==> src/rtl/dtg_pkg.sv <==
// package for the pwm dead-time and pair-mode block
package dtg_pkg;
   localparam int NUM_PAIRS = 3;
   localparam int NUM_PINS = 6;
   localparam int CNT_W = 6;
   localparam int ADDR_W = 4;
   localparam int DATA_W = 8;
   localparam logic [ADDR_W-1:0] ADDR_DEADTIME_CONFIG = 4'h0;
   localparam logic [ADDR_W-1:0] ADDR_OUTPUT_PAIR_CONFIG = 4'h1;
   localparam logic [ADDR_W-1:0] ADDR_OVERRIDE_ENABLE_MASK = 4'h2;
   localparam logic [ADDR_W-1:0] ADDR_OVERRIDE_STATE = 4'h3;
   localparam logic [ADDR_W-1:0] ADDR_TIMEBASE_CTRL = 4'h4;
   localparam logic [ADDR_W-1:0] ADDR_STATUS = 4'h5;
   localparam logic [DATA_W-1:0] DEADTIME_CONFIG_RST = 8'h00;
   localparam logic [DATA_W-1:0] OUTPUT_PAIR_CONFIG_RST = 8'h00;
   localparam logic [DATA_W-1:0] OVERRIDE_ENABLE_MASK_RST = 8'h3F;
   localparam logic [DATA_W-1:0] OVERRIDE_STATE_RST = 8'h00;
   localparam logic [DATA_W-1:0] TIMEBASE_CTRL_RST = 8'h00;
   localparam int DIV_MSB = 7;
   localparam int DIV_LSB = 6;
   localparam int CNT_MSB = 5;
   localparam int TB_RUN_BIT = 2;
   localparam logic [1:0] DIV_2 = 2'h0;
   localparam logic [1:0] DIV_4 = 2'h1;
   localparam logic [1:0] DIV_8 = 2'h2;
   localparam logic [1:0] DIV_16 = 2'h3;
   localparam logic [1:0] TB_PRESCALE_1TO1 = 2'h0;
   localparam logic [3:0] PRE_MASK_4 = 4'h3;
   localparam logic [3:0] PRE_MASK_8 = 4'h7;
   localparam logic [3:0] PRE_MASK_16 = 4'hF;
   localparam logic [3:0] PRE_ZERO = 4'h0;
   localparam logic [CNT_W-1:0] CNT_ZERO = 6'h00;
   typedef enum logic [3:0] {
      PH_ONE = 4'b0001,
      PH_TWO = 4'b0010,
      PH_THREE = 4'b0100,
      PH_FOUR = 4'b1000
   } dtg_phase_e;
   typedef struct packed {
      logic [ADDR_W-1:0] addr;
      logic [DATA_W-1:0] wdata;
      logic wr;
      logic rd;
   } dtg_bus_s;
   typedef struct packed {
      logic [DATA_W-1:0] rdata;
   } dtg_rsp_s;
endpackage

==> src/rtl/dtg_deadtime.sv <==
// dead-time generators and pair-mode output steering
//
// Strobed register access and the register offsets were decided locally.
`timescale 1ns/1ps
module dtg_deadtime import dtg_pkg::*; (
   input wire logic sys_clk_in,
   input wire logic rst_n_in,
   input wire dtg_bus_s bus_in,
   input wire logic [NUM_PAIRS-1:0] duty_cmp_in,
   input wire logic [NUM_PAIRS*2-1:0] duty_lsb_in,
   output dtg_rsp_s rsp_out,
   output logic [NUM_PINS-1:0] pwm_out,
   output dtg_phase_e phase_out
);
// Notes on behaviour
// - divide select bits 7-6: 11 /16, 10 /8, 01 /4, 00 /2
// - low six config bits give dead-time count loaded into down counter
// - prescaler clears on counter load, config write and reset
// - divide /4 /8 /16 with timebase prescale not 1:1 counts on phase one
// - timebase 1:1 with divide /2 counts on two phases per cycle
// - match on phase one or three uses one and three, else two and four
// - divide /4 /8 /16 with timebase 1:1 counts on the match phase
// - dead time equals count times divisor over oscillator rate
// - dead time at or above duty keeps both pair outputs inactive
// - pair-mode select bit set puts pair in independent mode
// - independent mode inserts no dead time, both pins may be active
// - compare n drives pins 2n+1 and 2n in independent mode
// - each independent pin selects pwm, forced inactive or forced active
// - each pair has a six-bit counter reloaded on every compare edge
// - turn-on of the rising pin waits for counter to reach zero
// - cleared select bit means complementary mode, default after reset

   logic [DATA_W-1:0] dt_cfg_ff;
   logic [DATA_W-1:0] pair_cfg_ff;
   logic [DATA_W-1:0] ovd_en_ff;
   logic [DATA_W-1:0] ovd_st_ff;
   logic [DATA_W-1:0] tb_ctrl_ff;
   logic [DATA_W-1:0] nxt_rdata;
   logic [DATA_W-1:0] rdata_ff;
   logic [3:0] pre_ff;
   logic [3:0] pre_mask;
   logic pre_tick;
   logic [NUM_PAIRS-1:0] cmp_d_ff;
   logic [NUM_PAIRS-1:0] edge_evt;
   logic [NUM_PAIRS-1:0] odd_ff;
   logic [NUM_PAIRS-1:0] even_ff;
   logic [NUM_PAIRS-1:0] busy;
   logic [CNT_W-1:0] cnt_ff [NUM_PAIRS];
   logic [NUM_PAIRS-1:0] pair_ph_odd_ff;
   logic [3:0] match_ph_ff [NUM_PAIRS];
   logic [NUM_PINS-1:0] raw_pin;
   logic [NUM_PINS-1:0] nxt_pwm;
   logic cfg_wr;
   logic tb_1to1;
   logic [1:0] div_sel;
   dtg_phase_e phase_ff;

   assign cfg_wr = bus_in.wr && (bus_in.addr == ADDR_DEADTIME_CONFIG);
   assign div_sel = dt_cfg_ff[DIV_MSB:DIV_LSB];
   assign tb_1to1 = (tb_ctrl_ff[TB_RUN_BIT-1:0] == TB_PRESCALE_1TO1);

   // four-phase instruction cycle
   always_ff @(posedge sys_clk_in) begin
      if (!rst_n_in) begin
         phase_ff <= PH_ONE;
      end else begin
         case (phase_ff)
            PH_ONE: phase_ff <= PH_TWO;
            PH_TWO: phase_ff <= PH_THREE;
            PH_THREE: phase_ff <= PH_FOUR;
            PH_FOUR: phase_ff <= PH_ONE;
            default: phase_ff <= PH_ONE;
         endcase
      end
   end
   assign phase_out = phase_ff;

   // register file
   always_ff @(posedge sys_clk_in) begin
      if (!rst_n_in) begin
         dt_cfg_ff <= DEADTIME_CONFIG_RST;
         pair_cfg_ff <= OUTPUT_PAIR_CONFIG_RST;
         ovd_en_ff <= OVERRIDE_ENABLE_MASK_RST;
         ovd_st_ff <= OVERRIDE_STATE_RST;
         tb_ctrl_ff <= TIMEBASE_CTRL_RST;
      end else if (bus_in.wr) begin
         case (bus_in.addr)
            ADDR_DEADTIME_CONFIG: dt_cfg_ff <= bus_in.wdata;
            ADDR_OUTPUT_PAIR_CONFIG: pair_cfg_ff <= {5'h00, bus_in.wdata[NUM_PAIRS-1:0]};
            ADDR_OVERRIDE_ENABLE_MASK: ovd_en_ff <= {2'h0, bus_in.wdata[NUM_PINS-1:0]};
            ADDR_OVERRIDE_STATE: ovd_st_ff <= {2'h0, bus_in.wdata[NUM_PINS-1:0]};
            ADDR_TIMEBASE_CTRL: tb_ctrl_ff <= {5'h00, bus_in.wdata[TB_RUN_BIT:0]};
            default: ;
         endcase
      end
   end

   always_comb begin
      case (bus_in.addr)
         ADDR_DEADTIME_CONFIG: nxt_rdata = dt_cfg_ff;
         ADDR_OUTPUT_PAIR_CONFIG: nxt_rdata = pair_cfg_ff;
         ADDR_OVERRIDE_ENABLE_MASK: nxt_rdata = ovd_en_ff;
         ADDR_OVERRIDE_STATE: nxt_rdata = ovd_st_ff;
         ADDR_TIMEBASE_CTRL: nxt_rdata = tb_ctrl_ff;
         ADDR_STATUS: nxt_rdata = {2'h0, busy[2], busy[1], busy[0], 3'h0};
         default: nxt_rdata = 8'h00;
      endcase
   end

   always_ff @(posedge sys_clk_in) begin
      if (!rst_n_in) begin
         rdata_ff <= 8'h00;
      end else begin
         rdata_ff <= bus_in.rd ? nxt_rdata : 8'h00;
      end
   end
   assign rsp_out.rdata = rdata_ff;

   // shared prescaler; clearing it on each load and config write gives count times divisor
   always_comb begin
      case (div_sel)
         DIV_4: pre_mask = PRE_MASK_4;
         DIV_8: pre_mask = PRE_MASK_8;
         DIV_16: pre_mask = PRE_MASK_16;
         // divide-by-2 ticks come from the phase pair, mask unused there
         default: pre_mask = PRE_MASK_4;
      endcase
   end
   // low two bits span one instruction cycle, which holds exactly one gating
   // phase; ignoring them keeps ticks on that phase whatever the clear point
   assign pre_tick = (((pre_ff | PRE_MASK_4) & pre_mask) == pre_mask);

   always_ff @(posedge sys_clk_in) begin
      if (!rst_n_in || cfg_wr || (|edge_evt)) begin
         pre_ff <= PRE_ZERO;
      end else begin
         pre_ff <= pre_ff + 4'h1;
      end
   end

   always_ff @(posedge sys_clk_in) begin
      if (!rst_n_in) begin
         cmp_d_ff <= '0;
      end else begin
         cmp_d_ff <= duty_cmp_in;
      end
   end
   assign edge_evt = cmp_d_ff ^ duty_cmp_in;

   genvar g;
   generate
      for (g = 0; g < NUM_PAIRS; g++) begin : g_pair
         logic dec_en;
         logic ph_ok;
         logic [1:0] lsb;
         assign lsb = duty_lsb_in[2*g+1:2*g];
         always_comb begin
            // /2 outside 1:1 keeps the phase pair so the tick rate still holds
            if (div_sel == DIV_2) begin
               ph_ok = pair_ph_odd_ff[g] ? (phase_ff == PH_ONE || phase_ff == PH_THREE)
                                         : (phase_ff == PH_TWO || phase_ff == PH_FOUR);
            end else if (tb_1to1) begin
               ph_ok = (phase_ff == dtg_phase_e'(match_ph_ff[g]));
            end else begin
               ph_ok = (phase_ff == PH_ONE);
            end
         end
         // divide-by-2 ticks are built from the phase pair itself
         assign dec_en = ph_ok && (div_sel == DIV_2 ? 1'b1 : pre_tick);
         assign busy[g] = (cnt_ff[g] != CNT_ZERO);

         always_ff @(posedge sys_clk_in) begin
            if (!rst_n_in) begin
               cnt_ff[g] <= CNT_ZERO;
               pair_ph_odd_ff[g] <= 1'b1;
               match_ph_ff[g] <= PH_ONE;
            end else if (edge_evt[g]) begin
               cnt_ff[g] <= dt_cfg_ff[CNT_MSB:0];
               pair_ph_odd_ff[g] <= ~lsb[0];
               match_ph_ff[g] <= 4'h1 << lsb;
            end else if (busy[g] && dec_en) begin
               cnt_ff[g] <= cnt_ff[g] - 6'h01;
            end
         end

         // pulse shorter than dead time reloads before expiry: both stay off
         always_ff @(posedge sys_clk_in) begin
            if (!rst_n_in) begin
               odd_ff[g] <= 1'b0;
               even_ff[g] <= 1'b0;
            end else if (edge_evt[g]) begin
               odd_ff[g] <= 1'b0;
               even_ff[g] <= 1'b0;
            end else if (!busy[g]) begin
               odd_ff[g] <= cmp_d_ff[g];
               even_ff[g] <= ~cmp_d_ff[g];
            end
         end

         always_comb begin
            if (pair_cfg_ff[g]) begin
               raw_pin[2*g+1] = duty_cmp_in[g];
               raw_pin[2*g] = duty_cmp_in[g];
            end else begin
               raw_pin[2*g+1] = odd_ff[g];
               raw_pin[2*g] = even_ff[g] && !odd_ff[g];
            end
         end
      end
   endgenerate

   always_comb begin
      for (int i = 0; i < NUM_PINS; i++) begin
         nxt_pwm[i] = ovd_en_ff[i] ? raw_pin[i] : ovd_st_ff[i];
      end
   end

   always_ff @(posedge sys_clk_in) begin
      if (!rst_n_in) begin
         pwm_out <= '0;
      end else begin
         pwm_out <= nxt_pwm;
      end
   end

   // counter checks watch pair 0, steering checks also pairs 1 and 2; the other pairs share the generate code
   property p_load;
      @(posedge sys_clk_in) disable iff (!rst_n_in)
      edge_evt[0] |=> cnt_ff[0] == $past(dt_cfg_ff[CNT_MSB:0]);
   endproperty
   a_load: assert property (p_load) else $error("counter not loaded");
   property p_pre_clr;
      @(posedge sys_clk_in) disable iff (!rst_n_in)
      cfg_wr |=> pre_ff == PRE_ZERO;
   endproperty
   a_pre_clr: assert property (p_pre_clr) else $error("prescaler not cleared");
   property p_edge_clr;
      @(posedge sys_clk_in) disable iff (!rst_n_in)
      (|edge_evt) |=> pre_ff == PRE_ZERO;
   endproperty
   a_edge_clr: assert property (p_edge_clr) else $error("prescaler kept on load");
   property p_ph1;
      @(posedge sys_clk_in) disable iff (!rst_n_in)
      (busy[0] && !edge_evt[0] && !tb_1to1 && div_sel != DIV_2 && phase_ff != PH_ONE)
         |=> cnt_ff[0] == $past(cnt_ff[0]);
   endproperty
   a_ph1: assert property (p_ph1) else $error("decrement off phase one");
   property p_pair_rate;
      @(posedge sys_clk_in) disable iff (!rst_n_in)
      (busy[0] && !edge_evt[0] && div_sel == DIV_2 && tb_1to1 && (pair_ph_odd_ff[0]
         ? (phase_ff == PH_ONE || phase_ff == PH_THREE)
         : (phase_ff == PH_TWO || phase_ff == PH_FOUR)))
         |=> cnt_ff[0] == $past(cnt_ff[0]) - 6'h01;
   endproperty
   a_pair_rate: assert property (p_pair_rate) else $error("phase pair tick missed");
   property p_pair_skip;
      @(posedge sys_clk_in) disable iff (!rst_n_in)
      (busy[0] && !edge_evt[0] && div_sel == DIV_2 && pair_ph_odd_ff[0]
         && (phase_ff == PH_TWO || phase_ff == PH_FOUR)) |=> cnt_ff[0] == $past(cnt_ff[0]);
   endproperty
   a_pair_skip: assert property (p_pair_skip) else $error("tick off the phase pair");
   property p_match_ph;
      @(posedge sys_clk_in) disable iff (!rst_n_in)
      (busy[0] && !edge_evt[0] && tb_1to1 && div_sel != DIV_2
         && phase_ff != dtg_phase_e'(match_ph_ff[0])) |=> cnt_ff[0] == $past(cnt_ff[0]);
   endproperty
   a_match_ph: assert property (p_match_ph) else $error("decrement off match phase");
   property p_phase;
      @(posedge sys_clk_in) disable iff (!rst_n_in)
      phase_ff == PH_ONE |=> phase_ff == PH_TWO
         ##1 phase_ff == PH_THREE ##1 phase_ff == PH_FOUR;
   endproperty
   a_phase: assert property (p_phase) else $error("phase order wrong");
   property p_hold;
      @(posedge sys_clk_in) disable iff (!rst_n_in)
      (!pair_cfg_ff[0] && busy[0]) |=> !odd_ff[0] && !even_ff[0];
   endproperty
   a_hold: assert property (p_hold) else $error("output on during dead time");
   property p_nonover;
      @(posedge sys_clk_in) disable iff (!rst_n_in)
      (!pair_cfg_ff[0] && ovd_en_ff[1:0] == 2'h3) |=> !(pwm_out[1] && pwm_out[0]);
   endproperty
   a_nonover: assert property (p_nonover) else $error("pair overlap");
   property p_indep;
      @(posedge sys_clk_in) disable iff (!rst_n_in)
      (pair_cfg_ff[1] && ovd_en_ff[3:2] == 2'h3) |=> pwm_out[3] == $past(duty_cmp_in[1])
         && pwm_out[2] == $past(duty_cmp_in[1]);
   endproperty
   a_indep: assert property (p_indep) else $error("independent steering wrong");
   property p_indep_both;
      @(posedge sys_clk_in) disable iff (!rst_n_in)
      (pair_cfg_ff[2] && ovd_en_ff[5:4] == 2'h3 && duty_cmp_in[2])
         |=> pwm_out[5] && pwm_out[4];
   endproperty
   a_indep_both: assert property (p_indep_both) else $error("pins not both on");
   property p_ovd;
      @(posedge sys_clk_in) disable iff (!rst_n_in)
      !ovd_en_ff[5] |=> pwm_out[5] == $past(ovd_st_ff[5]);
   endproperty
   a_ovd: assert property (p_ovd) else $error("override ignored");
   property p_rst_mode;
      @(posedge sys_clk_in)
      !rst_n_in |=> pair_cfg_ff == OUTPUT_PAIR_CONFIG_RST && pwm_out == '0;
   endproperty
   a_rst_mode: assert property (p_rst_mode) else $error("pair mode not reset");
   c_load: cover property (@(posedge sys_clk_in) edge_evt[0] && dt_cfg_ff[CNT_MSB:0] != CNT_ZERO);
   c_expire: cover property (@(posedge sys_clk_in) busy[0] ##1 !busy[0]);
   c_indep: cover property (@(posedge sys_clk_in) pair_cfg_ff[2] && pwm_out[5] && pwm_out[4]);
   c_pair: cover property (@(posedge sys_clk_in) div_sel == DIV_2 && tb_1to1 && busy[0]);
endmodule

==> config.mk <==
export PLATFORM = sky130hd
export DESIGN_NAME = dtg_deadtime
export DESIGN_NICKNAME = d
export VERILOG_FILES = /design/src/rtl/dtg_pkg.sv /design/src/rtl/dtg_deadtime.sv
export SDC_FILE = /design/constraint.sdc
export NUM_CORES = 1
export LEC_CHECK = 0
export ABC_AREA = 0
export BUFFER_PORTS_ARGS = -buffer_cell sky130_fd_sc_hd__buf_2
export CAP_MARGIN = 10
export CORE_ASPECT_RATIO = 1.2
export CORE_MARGIN = 2
export CORE_UTILIZATION = 35
export CTS_CLUSTER_DIAMETER = 50
export DETAILED_ROUTE_END_ITERATION = 10
export HOLD_SLACK_MARGIN = 0.08
export PLACE_DENSITY = 0.59
export SYNTH_ARGS = -nofsm -noshare
export SYNTH_HDL_FRONTEND = slang
export SYNTH_SLANG_ARGS = --single-unit
==> constraint.sdc <==
create_clock -name sys_clk_in -period 3.34 [get_ports sys_clk_in]
set_input_delay 0.167 -clock sys_clk_in [delete_from_list [all_inputs] [get_ports sys_clk_in]]
set_output_delay 0.167 -clock sys_clk_in [all_outputs]
set_load 0.01 [all_outputs]
==> flow_metrics.py, run 1 <==
metrics = {
    "setup_path": {
        "path_buf_inv": 1,
        "timing.reg2reg.worst_path_depth": 5,
        "path_depth": 5,
        "timing.critical_path.from_type": "flip-flop",
        "setup.worst_path.end_class": "flip-flop",
        "cp_data_arrival_time_ns": 2.51,
        "critical-path-max-stage-delay_ns": 0.69,
        "crit_path_top_delay_cell": "sky130_fd_sc_hd__dfxtp_1",
        "largest_delay_contributor_family_on_the_critical_path": "flip-flops",
        "timing.critical_path.cells": "or4b_4 > o21ai_2 > nor2_1 > o311ai_1 > buf_4",
        "worst_ep_required_time_ns": 3.39,
        "crit_path_max_fanout": 16,
        "critPathKind": "flip-flop to flip-flop",
    },
    "logic_synthesis": {
        "synthDominantCellAreaShare": 0.279,
        "synth_area_leader_cell": "sky130_fd_sc_hd__dfxtp_1",
        "synth_area_leaders": "sky130_fd_sc_hd__dfxtp_1 28%, sky130_fd_sc_hd__edfxtp_1 21%, sky130_fd_sc_hd__mux2i_1 6.7%, sky130_fd_sc_hd__nor2_1 4.0%, sky130_fd_sc_hd__xor2_1 3.7%",
        "synthCells": 422,
        "ys.warnings.count": 0,
        "number_of_library_cell_types_mapped_by_synthesis": 52,
        "synth-seq-cells": 90,
        "mapped_nets": 453,
        "synth_area_per_cell_um2": 10.2,
        "asyncSetResetFlopFracSynth": 0,
        "synth-seq-area-share": 0.488,
        "synth_edf_count": 30,
        "synthFlopType": "sky130_fd_sc_hd__dfxtp_1",
        "synth_area_um2": 4310,
    },
    "sta": {
        "finalHoldViolCount": 0,
        "unrepaired_setup_endpoints_after_global_routing": "no",
        "finClkSkew_ns": 0.00751,
        "timing.fmax_ghz": 0.407,
        "final.min_clock_period_ns": 2.46,
        "finalSetupViolCount": 0,
        "worst-slew-pin-transition_ns": 1.08,
        "relSlewSlack": 0.271,
        "finalCritPeriodShare": 0.735,
        "fin_setup_tns_ns": 0,
        "maxSlewViolCount": 0,
    },
    "floorplanning": {
        "floorplan.rows": 44,
        "initial_utilization": 0.358,
        "die_extent_in_x_um": 105,
        "core-area_um2": 12100,
        "fp.dieArea_um2": 13200,
        "io_pins": 43,
        "floorplan.die.height_um": 126,
    },
    "cells_and_area": {
        "final_layout_size_suffix_gt1_frac": 0.179,
        "n_antenna_cell": 0,
        "final_util": 0.418,
        "layout-area-overhead-vs-synth_pct": 17.0,
        "nNetsFinal": 502,
    },
    "cts": {
        "clk_pin_slew_ns": 0.06,
        "clock-root-buffer": "sky130_fd_sc_hd__clkbuf_16",
        "cts_num_sinks": 90,
        "cts_hold_repair.buffers": 4,
        "worstSkewPairLatency_ns": 0.34,
        "h-tree-depth": 3,
        "tritoncts": "done",
        "clock_tree_buffer_depth": 2,
        "cts_inserted_buffers": 9,
        "post_cts.resized_instances": 0,
        "count_of_buffers_added_by_post_cts_timing_repair_for_setup": 0,
    },
    "flow_run": {
        "maxCapViolations": 0,
    },
    "route": {
        "detail_route.iter0.violations": 144,
        "vias": 3339,
        "detail_route.drc_violations": 0,
        "routed_via_density": 5.24,
        "ant_nets": 0,
        "avgRoutedWirePerCell_um": 16.5,
        "drt_pass1_iterations": 4,
        "wl_um": 10500,
    },
    "outcome": {
        "status": "completed",
    },
    "global_route": {
        "remaining_global_route_overflow": 0,
        "grt_start_max_net_pins": 27,
        "grt_antenna_before_repair": 0,
        "grt_first_pass_wirelength_um": 17500,
        "grt_use_total": 0.169,
        "grt_pass1_vias": 3410,
    },
    "place": {
        "placement.io_buffers": 42,
        "detailedPlacementHpwl_um": 7890,
        "finalWeightedCongestion": 0.856,
    },
    "power": {
        "vdd.ir_drop.worst_mv": 0.267,
        "power_density_over_the_cells_nw_per_um2": 576,
        "power_leakage_nw": 2.03,
    },
    "hold_path": {
        "holdCritPathClass": "input port to flip-flop",
        "min_delay_path_depth": 2,
    },
}
through the flow:
stage                     instance area [um^2]  cells  power (W)  hold WS [ns]  setup WS, ns
after floorplan                           4310    422    0.00175         0.292         0.930
after global placement                    4700    617    0.00189         0.412         0.984
after detailed placement                  4700    617    0.00190         0.424         0.953
after CTS                                 5040    637    0.00293        0.0815         0.909
after global routing                      5040    637    0.00305         0.101         0.699
final                                     5040    637    0.00290        0.0902         0.885
metal layers:
metal	wire (um)	part of all wire	track usage	up-vias
li1	-	-	-	1637
met1	4630	0.44	0.210	1579
met2	5060	0.48	0.280	95
met3	483	0.046	0.0381	28
met4	328	0.031	0.0714	0
met5	0	0	0	-
layout make-up:
cell class	count	area, um^2
inverter	11	41.3
fill	1176	7010
tap	161	201
clock buffer	12	278
multi-input combinational	307	2100
clock inverter	4	28.8
sequential	90	2100
timing repair buffer	52	295
flip-flops by register name, summed over array words and instances, names as in the netlist:
name	flops
even_ff	3
odd_ff	3
pre_ff	4
rsp_out	8
pair_cfg_ff	3
match_ph_ff	12
dt_cfg_ff	8
pair_ph_odd_ff	3
ovd_en_ff	6
tb_ctrl_ff	3
ovd_st_ff	6
cmp_d_ff	3
phase_out	4
cnt_ff	18
pwm_out	6
cells in the mapped netlist, drive strengths merged (2+ instances only):
cell type  count
dfxtp         60
nor2          46
nand2         39
edfxtp        30
mux2i         29
o21ai         26
o31ai         19
xor2          18
a21oi         17
nand3         11
inv           10
xnor2         10
nor3           9
and2           7
buf            7
clkbuf         7
and3           6
ha             6
nor4b          6
or3b           6
a31oi          5
nor3b          5
o21a           5
o32ai          4
a22oi          3
mux4           3
a211oi         2
and4           2
mux2           2
nand4          2
nand4b         2
nor2b          2
o21bai         2
o22ai          2
o311ai         2
cell usage in the layout, fill, tap and decap left out, drive strengths merged, types with 3 or more instances in the layout:
cell type,count
nor2,46
o31ai,19
mux2i,29
or3b,6
nor3,9
inv,13
nand3,11
a21oi,17
and2,7
and3,6
dlygate4sd3,4
buf,48
xor2,18
xnor2,10
ha,6
nor4b,6
dfxtp,60
a22oi,3
clkbuf,12
o21a,5
mux4,3
edfxtp,30
a31oi,5
nor3b,5
o32ai,4
o21ai,26
nand2,39
worst paths after layout:
path	start	end	slack [ns]
setup reg to reg	phase_out[1]	cnt_ff[2][5]	0.88
hold / removal	duty_cmp_in[1]	cmp_d_ff[1]	0.09
setup / recovery	phase_out[1]	cnt_ff[2][5]	0.88
hold reg to reg	pre_ff[0]	pre_ff[0]	0.46
report_power, final:
group / switching [W] / internal [W] / leakage (nW)
Sequential: 0.0000919 / 0.00122 / 0.815
Clock: 0.000422 / 0.000595 / 0.155
Combinational: 0.000325 / 0.000247 / 1.06
cells by family (layout without fill, tap and decap cells):
| family | Yosys count | count (layout) | synth area share |
|---|---|---|---|
| fa+ha+maj | 6 | 6 | 0.0174 |
| flops | 90 | 90 | 0.488 |
| buf+inv | 25 | 79 | 0.0261 |
| xor+xnor | 28 | 28 | 0.0586 |
| compound gates | 90 | 90 | 0.147 |
| mux | 34 | 34 | 0.0882 |
| simple gates | 149 | 149 | 0.175 |
Note: power is estimated with default switching activity, not from simulation.
==> run 2: changes to the inputs <==
- PLACE_DENSITY: 0.59 -> 0.61
- clock period: 3.34 -> 2.22 ns (I/O delays scaled with it)
==> run 2 against run 1 <==
Effect of this change:
- sequential cell count unchanged
- final cell count up 5.3%
- maximum frequency increased by 15%
- clock power rose by 33%
- hold slack got worse by 0.0017 ns
- register-to-register slack got worse by 0.80 ns
- combinational power is 82% higher
- setup slack got worse by 0.80 ns
- largest power group unchanged
==> flow_metrics.py, run 2 (synthesis results as in run 1) <==
metrics = {
    "sta": {
        "finalSetupViolCount": 0,
        "final.setup.worst_slack_ns": 0.0842,
        "finalHoldViolCount": 0,
        "maxSlewViolCount": 0,
        "finClkSkew_ns": 0.00817,
        "finalCritPeriodShare": 0.962,
        "relSlewSlack": 0.552,
        "final.min_clock_period_ns": 2.14,
        "timing.fmax_ghz": 0.468,
        "fin_setup_tns_ns": 0,
        "worst-slew-pin-transition_ns": 0.669,
    },
    "power": {
        "combinationalPowerShare": 0.240,
        "clock_power_share": 0.314,
        "internal_power_contribution_w": 0.00307,
        "power_leakage_nw": 2.17,
        "design_power_total_w": 0.00434,
        "vdd.ir_drop.worst_mv": 0.304,
        "swShare": 0.292,
        "sequentialPowerShare": 0.445,
        "power_density_over_the_cells_nw_per_um2": 818,
        "switchingPower_w": 0.00127,
    },
    "hold_path": {
        "worstHoldStart": "duty_lsb_in[3]",
        "min_delay_path_depth": 2,
        "timing.hold.worst_endpoint": "match_ph_ff[1][1]",
        "holdCritPathClass": "input port to flip-flop",
    },
    "setup_path": {
        "regToRegEndpoint": "cnt_ff[2][2]",
        "critPathKind": "flip-flop to flip-flop",
        "rrSetupSlack_ns": 0.08,
        "critical-path-max-stage-delay_ns": 0.44,
        "largest_delay_contributor_family_on_the_critical_path": "simple AND/OR/NAND/NOR gates",
        "timing.critical_path.cells": "inv_1 > ha_1 > nor3b_1 > and2_4 > or3b_4 > o311ai_4",
        "crit_path_top_delay_cell": "sky130_fd_sc_hd__o311ai_4",
        "setup.worst_path.end_class": "flip-flop",
        "setup.worst_path.start": "cnt_ff[2][0]",
        "timing.reg2reg.worst_path_depth": 6,
        "worst_ep_required_time_ns": 2.21,
        "timing.critical_path.from_type": "flip-flop",
        "cp_data_arrival_time_ns": 2.13,
        "crit_path_max_fanout": 6,
        "path_buf_inv": 1,
        "critical_r2r_launch": "cnt_ff[2][0]",
    },
    "cts": {
        "clk_pin_slew_ns": 0.06,
        "h-tree-depth": 3,
        "cts_inserted_buffers": 9,
        "cts_num_sinks": 90,
        "clock_tree_buffer_depth": 2,
        "tritoncts": "done",
        "clock-root-buffer": "sky130_fd_sc_hd__clkbuf_16",
        "worstSkewPairLatency_ns": 0.34,
    },
    "cells_and_area": {
        "multi_input_logic_area_um2": 2130,
        "number_of_flip_flops_under_the_largest_register_name": 18,
        "fillCellCount": 1142,
        "final_cell_mix": "60 x sky130_fd_sc_hd__dfxtp_1, 46 x sky130_fd_sc_hd__nor2_1, 42 x sky130_fd_sc_hd__buf_2",
        "regMostFlops": "cnt_ff",
        "final_cell_count_no_fill": 671,
        "final_layout_size_suffix_gt1_frac": 0.216,
        "ff_latch_area_um2": 2100,
        "nNetsFinal": 536,
        "final_common_cell": "sky130_fd_sc_hd__dfxtp_1",
        "n_antenna_cell": 0,
        "reg_top3": "cnt_ff (18), match_ph_ff (12)",
        "layout-area-overhead-vs-synth_pct": 23.0,
    },
    "floorplanning": {
        "floorplan.die.height_um": 126,
        "floorplan.rows": 44,
        "io_pins": 43,
        "die_extent_in_x_um": 105,
        "core-area_um2": 12100,
        "fp.dieArea_um2": 13200,
        "initial_utilization": 0.358,
    },
    "route": {
        "avgRoutedWirePerCell_um": 16.6,
        "vias": 3466,
        "detail_route.iter0.violations": 164,
        "routed_via_density": 5.17,
        "wl_um": 11100,
        "drt_pass1_iterations": 4,
        "ant_nets": 0,
        "detail_route.drc_violations": 0,
    },
    "global_route": {
        "grt_use_met1": 0.217,
        "grt_pass1_vias": 3487,
        "remaining_global_route_overflow": 0,
        "grt_antenna_before_repair": 0,
        "grt_first_pass_wirelength_um": 18000,
        "grt_start_max_net_pins": 22,
        "busiest_layer": "met2",
        "grt_use_total": 0.175,
        "grt_util_met2": 0.302,
        "groute.layer.met3.usage": 0.0334,
    },
    "place": {
        "detailedPlacementHpwl_um": 8460,
        "dp_cells": 641,
        "finalWeightedCongestion": 0.822,
        "pre_cts_ws_ns": 0.0872,
        "placement.io_buffers": 42,
    },
    "flow_run": {
        "maxCapViolations": 0,
    },
    "outcome": {
        "status": "completed",
    },
}
## run 2: worst register-to-register path, cell delays in order, from the launching register on
cell	delay, ns
sky130_fd_sc_hd__edfxtp_1	0.36
sky130_fd_sc_hd__inv_1	0.07
sky130_fd_sc_hd__ha_1	0.21
sky130_fd_sc_hd__nor3b_1	0.16
sky130_fd_sc_hd__and2_4	0.16
sky130_fd_sc_hd__or3b_4	0.39
sky130_fd_sc_hd__o311ai_4	0.44
## run 2: how the worst max path moves through the flow
stage / slack, ns / depth (start not counted) / to
4_1_cts: 0.08 / 6 / cnt_ff[2][3]
2_1_floorplan: 0.06 / 5 / cnt_ff[1][0]
3_3_place_gp: 0.11 / 6 / cnt_ff[2][0]
6_report: 0.08 / 6 / cnt_ff[2][2]
5_1_grt: -0.003 / 6 / cnt_ff[2][0]
3_5_place_dp: 0.09 / 6 / cnt_ff[2][3]
## run 2: cell type report
cell class / instances / share of cell area
clock buffer: 13 / 0.0453
clock inverter: 3 / 0.00307
inverter: 11 / 0.00779
multi-input combinational: 307 / 0.401
sequential: 90 / 0.397
tap: 161 / 0.0380
timing repair buffer: 86 / 0.108
## run 2: layer usage
metal  share of wire  wire length, um
met5               0                0
met4           0.018              204
met3           0.042              464
met2            0.50             5610
met1            0.44             4850
## run 2: power groups by stage
stage | Combinational, W | Clock, W | Sequential (W)
final | 0.00104 | 0.00136 | 0.00193
after global placement | 0.00100 | 0 | 0.00196
after CTS | 0.00103 | 0.00139 | 0.00193
after floorplan | 0.000686 | 0 | 0.00196
after global routing | 0.00115 | 0.00146 | 0.00195
after detailed placement | 0.00101 | 0 | 0.00197
## run 2: per-stage QoR
step	instance area, um^2	util	hold WS [ns]
after detailed placement	4900	0.407	0.356
final	5300	0.440	0.0885
after global routing	5300	0.440	0.0986
after global placement	4900	0.407	0.348
after floorplan	4340	-	0.236
after CTS	5290	0.439	0.0811
## run 2: timing repair
action | 4_1_cts | 5_1_grt
hold endpoints to repair | 22 | 0
setup endpoints to repair | 0 | 6
hold buffers | 13 | 0
gates resized for setup | 0 | 2
setup buffers | 0 | 1
==> run 3: changes to the inputs <==
- REMOVE_ABC_BUFFERS: not set -> 1
- SLEW_MARGIN: not set -> 5
==> run 3 against run 2 <==
Effect of this change:
- sequential cell count unchanged
- power up 6.7%
- wire length shrank 2.8%
- non-clock buffer count is 1 higher
- via count fell by 0.81%
- first-iteration DRC count is 17% higher
- largest power group unchanged
- critical path type unchanged
- largest cell class unchanged
==> flow_metrics.py, run 3 (synthesis results as in run 1) <==
metrics = {
    "route": {
        "routed_via_density": 5.12,
        "wl_um": 10800,
        "detail_route.iter0.violations": 192,
        "avgRoutedWirePerCell_um": 16.1,
        "vias": 3438,
        "detail_route.drc_violations": 0,
        "drt_pass1_iterations": 4,
        "ant_nets": 0,
    },
    "sta": {
        "timing.fmax_ghz": 0.481,
        "final.min_clock_period_ns": 2.08,
        "finalHoldViolCount": 0,
        "relSlewSlack": 0.614,
        "worst-slew-pin-transition_ns": 0.577,
        "unrepaired_setup_endpoints_after_global_routing": "no",
        "finClkSkew_ns": 0.00638,
        "finalSetupViolCount": 0,
        "maxSlewViolCount": 0,
        "fin_setup_tns_ns": 0,
        "finalCritPeriodShare": 0.936,
    },
    "cells_and_area": {
        "fillCellCount": 1128,
        "nNetsFinal": 537,
        "final_layout_size_suffix_gt1_frac": 0.215,
        "reg_top3": "cnt_ff (18), match_ph_ff (12)",
        "regMostFlops": "cnt_ff",
        "final_common_cell": "sky130_fd_sc_hd__dfxtp_1",
        "final_cell_mix": "59 x sky130_fd_sc_hd__dfxtp_1, 46 x sky130_fd_sc_hd__nor2_1, 42 x sky130_fd_sc_hd__buf_2",
        "number_of_flip_flops_under_the_largest_register_name": 18,
        "layout-area-overhead-vs-synth_pct": 24.6,
        "n_antenna_cell": 0,
    },
    "hold_path": {
        "min_delay_path_depth": 3,
        "worstHoldStart": "duty_lsb_in[4]",
        "timing.hold.worst_endpoint": "pair_ph_odd_ff[2]",
        "holdCritPathClass": "input port to flip-flop",
    },
    "power": {
        "power_density_over_the_cells_nw_per_um2": 862,
        "swShare": 0.276,
        "vdd.ir_drop.worst_mv": 0.428,
        "switchingPower_w": 0.00128,
        "sequentialPowerShare": 0.421,
        "clock_power_share": 0.358,
        "power_leakage_nw": 2.21,
        "combinationalPowerShare": 0.221,
        "internal_power_contribution_w": 0.00335,
        "design_power_total_w": 0.00463,
    },
    "global_route": {
        "grt_first_pass_wirelength_um": 18200,
        "grt_antenna_before_repair": 0,
        "grt_start_max_net_pins": 19,
        "grt_pass1_vias": 3495,
        "remaining_global_route_overflow": 0,
        "grt_use_total": 0.176,
    },
    "floorplanning": {
        "die_extent_in_x_um": 105,
        "initial_utilization": 0.358,
        "core-area_um2": 12100,
        "fp.dieArea_um2": 13200,
        "io_pins": 43,
        "floorplan.rows": 44,
        "floorplan.die.height_um": 126,
    },
    "setup_path": {
        "cp_data_arrival_time_ns": 2.13,
        "regToRegEndpoint": "cnt_ff[2][1]",
        "timing.reg2reg.worst_path_depth": 7,
        "worst_ep_required_time_ns": 2.28,
        "rrSetupSlack_ns": 0.14,
        "setup.worst_path.end_class": "flip-flop",
        "critPathKind": "flip-flop to flip-flop",
        "setup.worst_path.start": "cnt_ff[2][0]",
        "crit_path_max_fanout": 6,
        "timing.critical_path.from_type": "flip-flop",
        "critical_r2r_launch": "cnt_ff[2][0]",
    },
    "cts": {
        "count_of_buffers_added_by_post_cts_timing_repair_for_setup": 0,
        "cts_num_sinks": 90,
        "cts_inserted_buffers": 9,
        "clock_tree_buffer_depth": 2,
        "clk_pin_slew_ns": 0.06,
        "h-tree-depth": 3,
        "tritoncts": "done",
        "worstSkewPairLatency_ns": 0.35,
        "clock-root-buffer": "sky130_fd_sc_hd__clkbuf_16",
    },
    "place": {
        "finalWeightedCongestion": 0.891,
        "detailedPlacementHpwl_um": 8180,
        "placement.io_buffers": 42,
    },
    "outcome": {
        "status": "completed",
    },
    "flow_run": {
        "maxCapViolations": 0,
    },
}
-- run 3: worst max-delay path, stage by stage (launching register included) --
cell and delay [ns]:
sky130_fd_sc_hd__edfxtp_1 0.36, sky130_fd_sc_hd__inv_1 0.06, sky130_fd_sc_hd__ha_1 0.21, sky130_fd_sc_hd__nor3b_1 0.15, sky130_fd_sc_hd__and2_1 0.18, sky130_fd_sc_hd__or3b_1 0.38, sky130_fd_sc_hd__o311ai_1 0.24, sky130_fd_sc_hd__buf_4 0.21
-- run 3: through the flow --
stage / util / setup slack, ns / cells / instance area, um^2 / hold WS, ns
final: 0.446 / 0.142 / 672 / 5370 / 0.0877
after detailed placement: 0.405 / 0.130 / 642 / 4880 / 0.361
after floorplan: - / -0.280 / 408 / 4240 / 0.173
after global routing: 0.446 / 0.00567 / 672 / 5370 / 0.0934
after CTS: 0.444 / 0.0979 / 672 / 5360 / 0.0804
after global placement: 0.405 / 0.156 / 642 / 4880 / 0.342
-- run 3: power groups by stage --
stage               Sequential (W)  Combinational [W]  Clock [W]
floorplan                  0.00199           0.000599          0
detailed placement         0.00198           0.000986          0
finish                     0.00195            0.00102    0.00166
CTS                        0.00194            0.00102    0.00169
global route               0.00196            0.00114    0.00179
global placement           0.00197           0.000982          0
-- run 3: worst max-delay path by stage --
stage          cells past startpoint            to  slack, ns
6_report                           7  cnt_ff[2][1]       0.14
5_1_grt                            5  cnt_ff[1][3]      0.006
4_1_cts                            5  cnt_ff[1][4]        0.1
3_5_place_dp                       5  cnt_ff[1][5]       0.13
3_3_place_gp                       5  cnt_ff[1][5]       0.16
2_1_floorplan                      4  cnt_ff[1][0]      -0.28
-- run 3: repair_timing --
item / in CTS / in global routing
hold endpoints to repair: 23 / 0
resized for setup: 0 / 2
hold buffers: 14 / 0
endpoints found under the setup margin: 0 / 18
-- run 3: layer usage --
layer  share of wire  global-route usage  vias to the layer above
met5               0                   0                        -
met1            0.44               0.225                     1627
met4           0.024              0.0745                        0
li1                -                   -                     1712
met2            0.50               0.287                       82
met3           0.039              0.0355                       17
-- run 3: final cells by class --
cell class                 count  area (um^2)  share of cell area
multi-input combinational    307         2110               0.392
timing repair buffer          87          583               0.109
sequential                    90         2100               0.392
clock buffer                  13          293              0.0545
clock inverter                 3         41.3             0.00769
inverter                      11         41.3             0.00769
tap                          161          201              0.0375
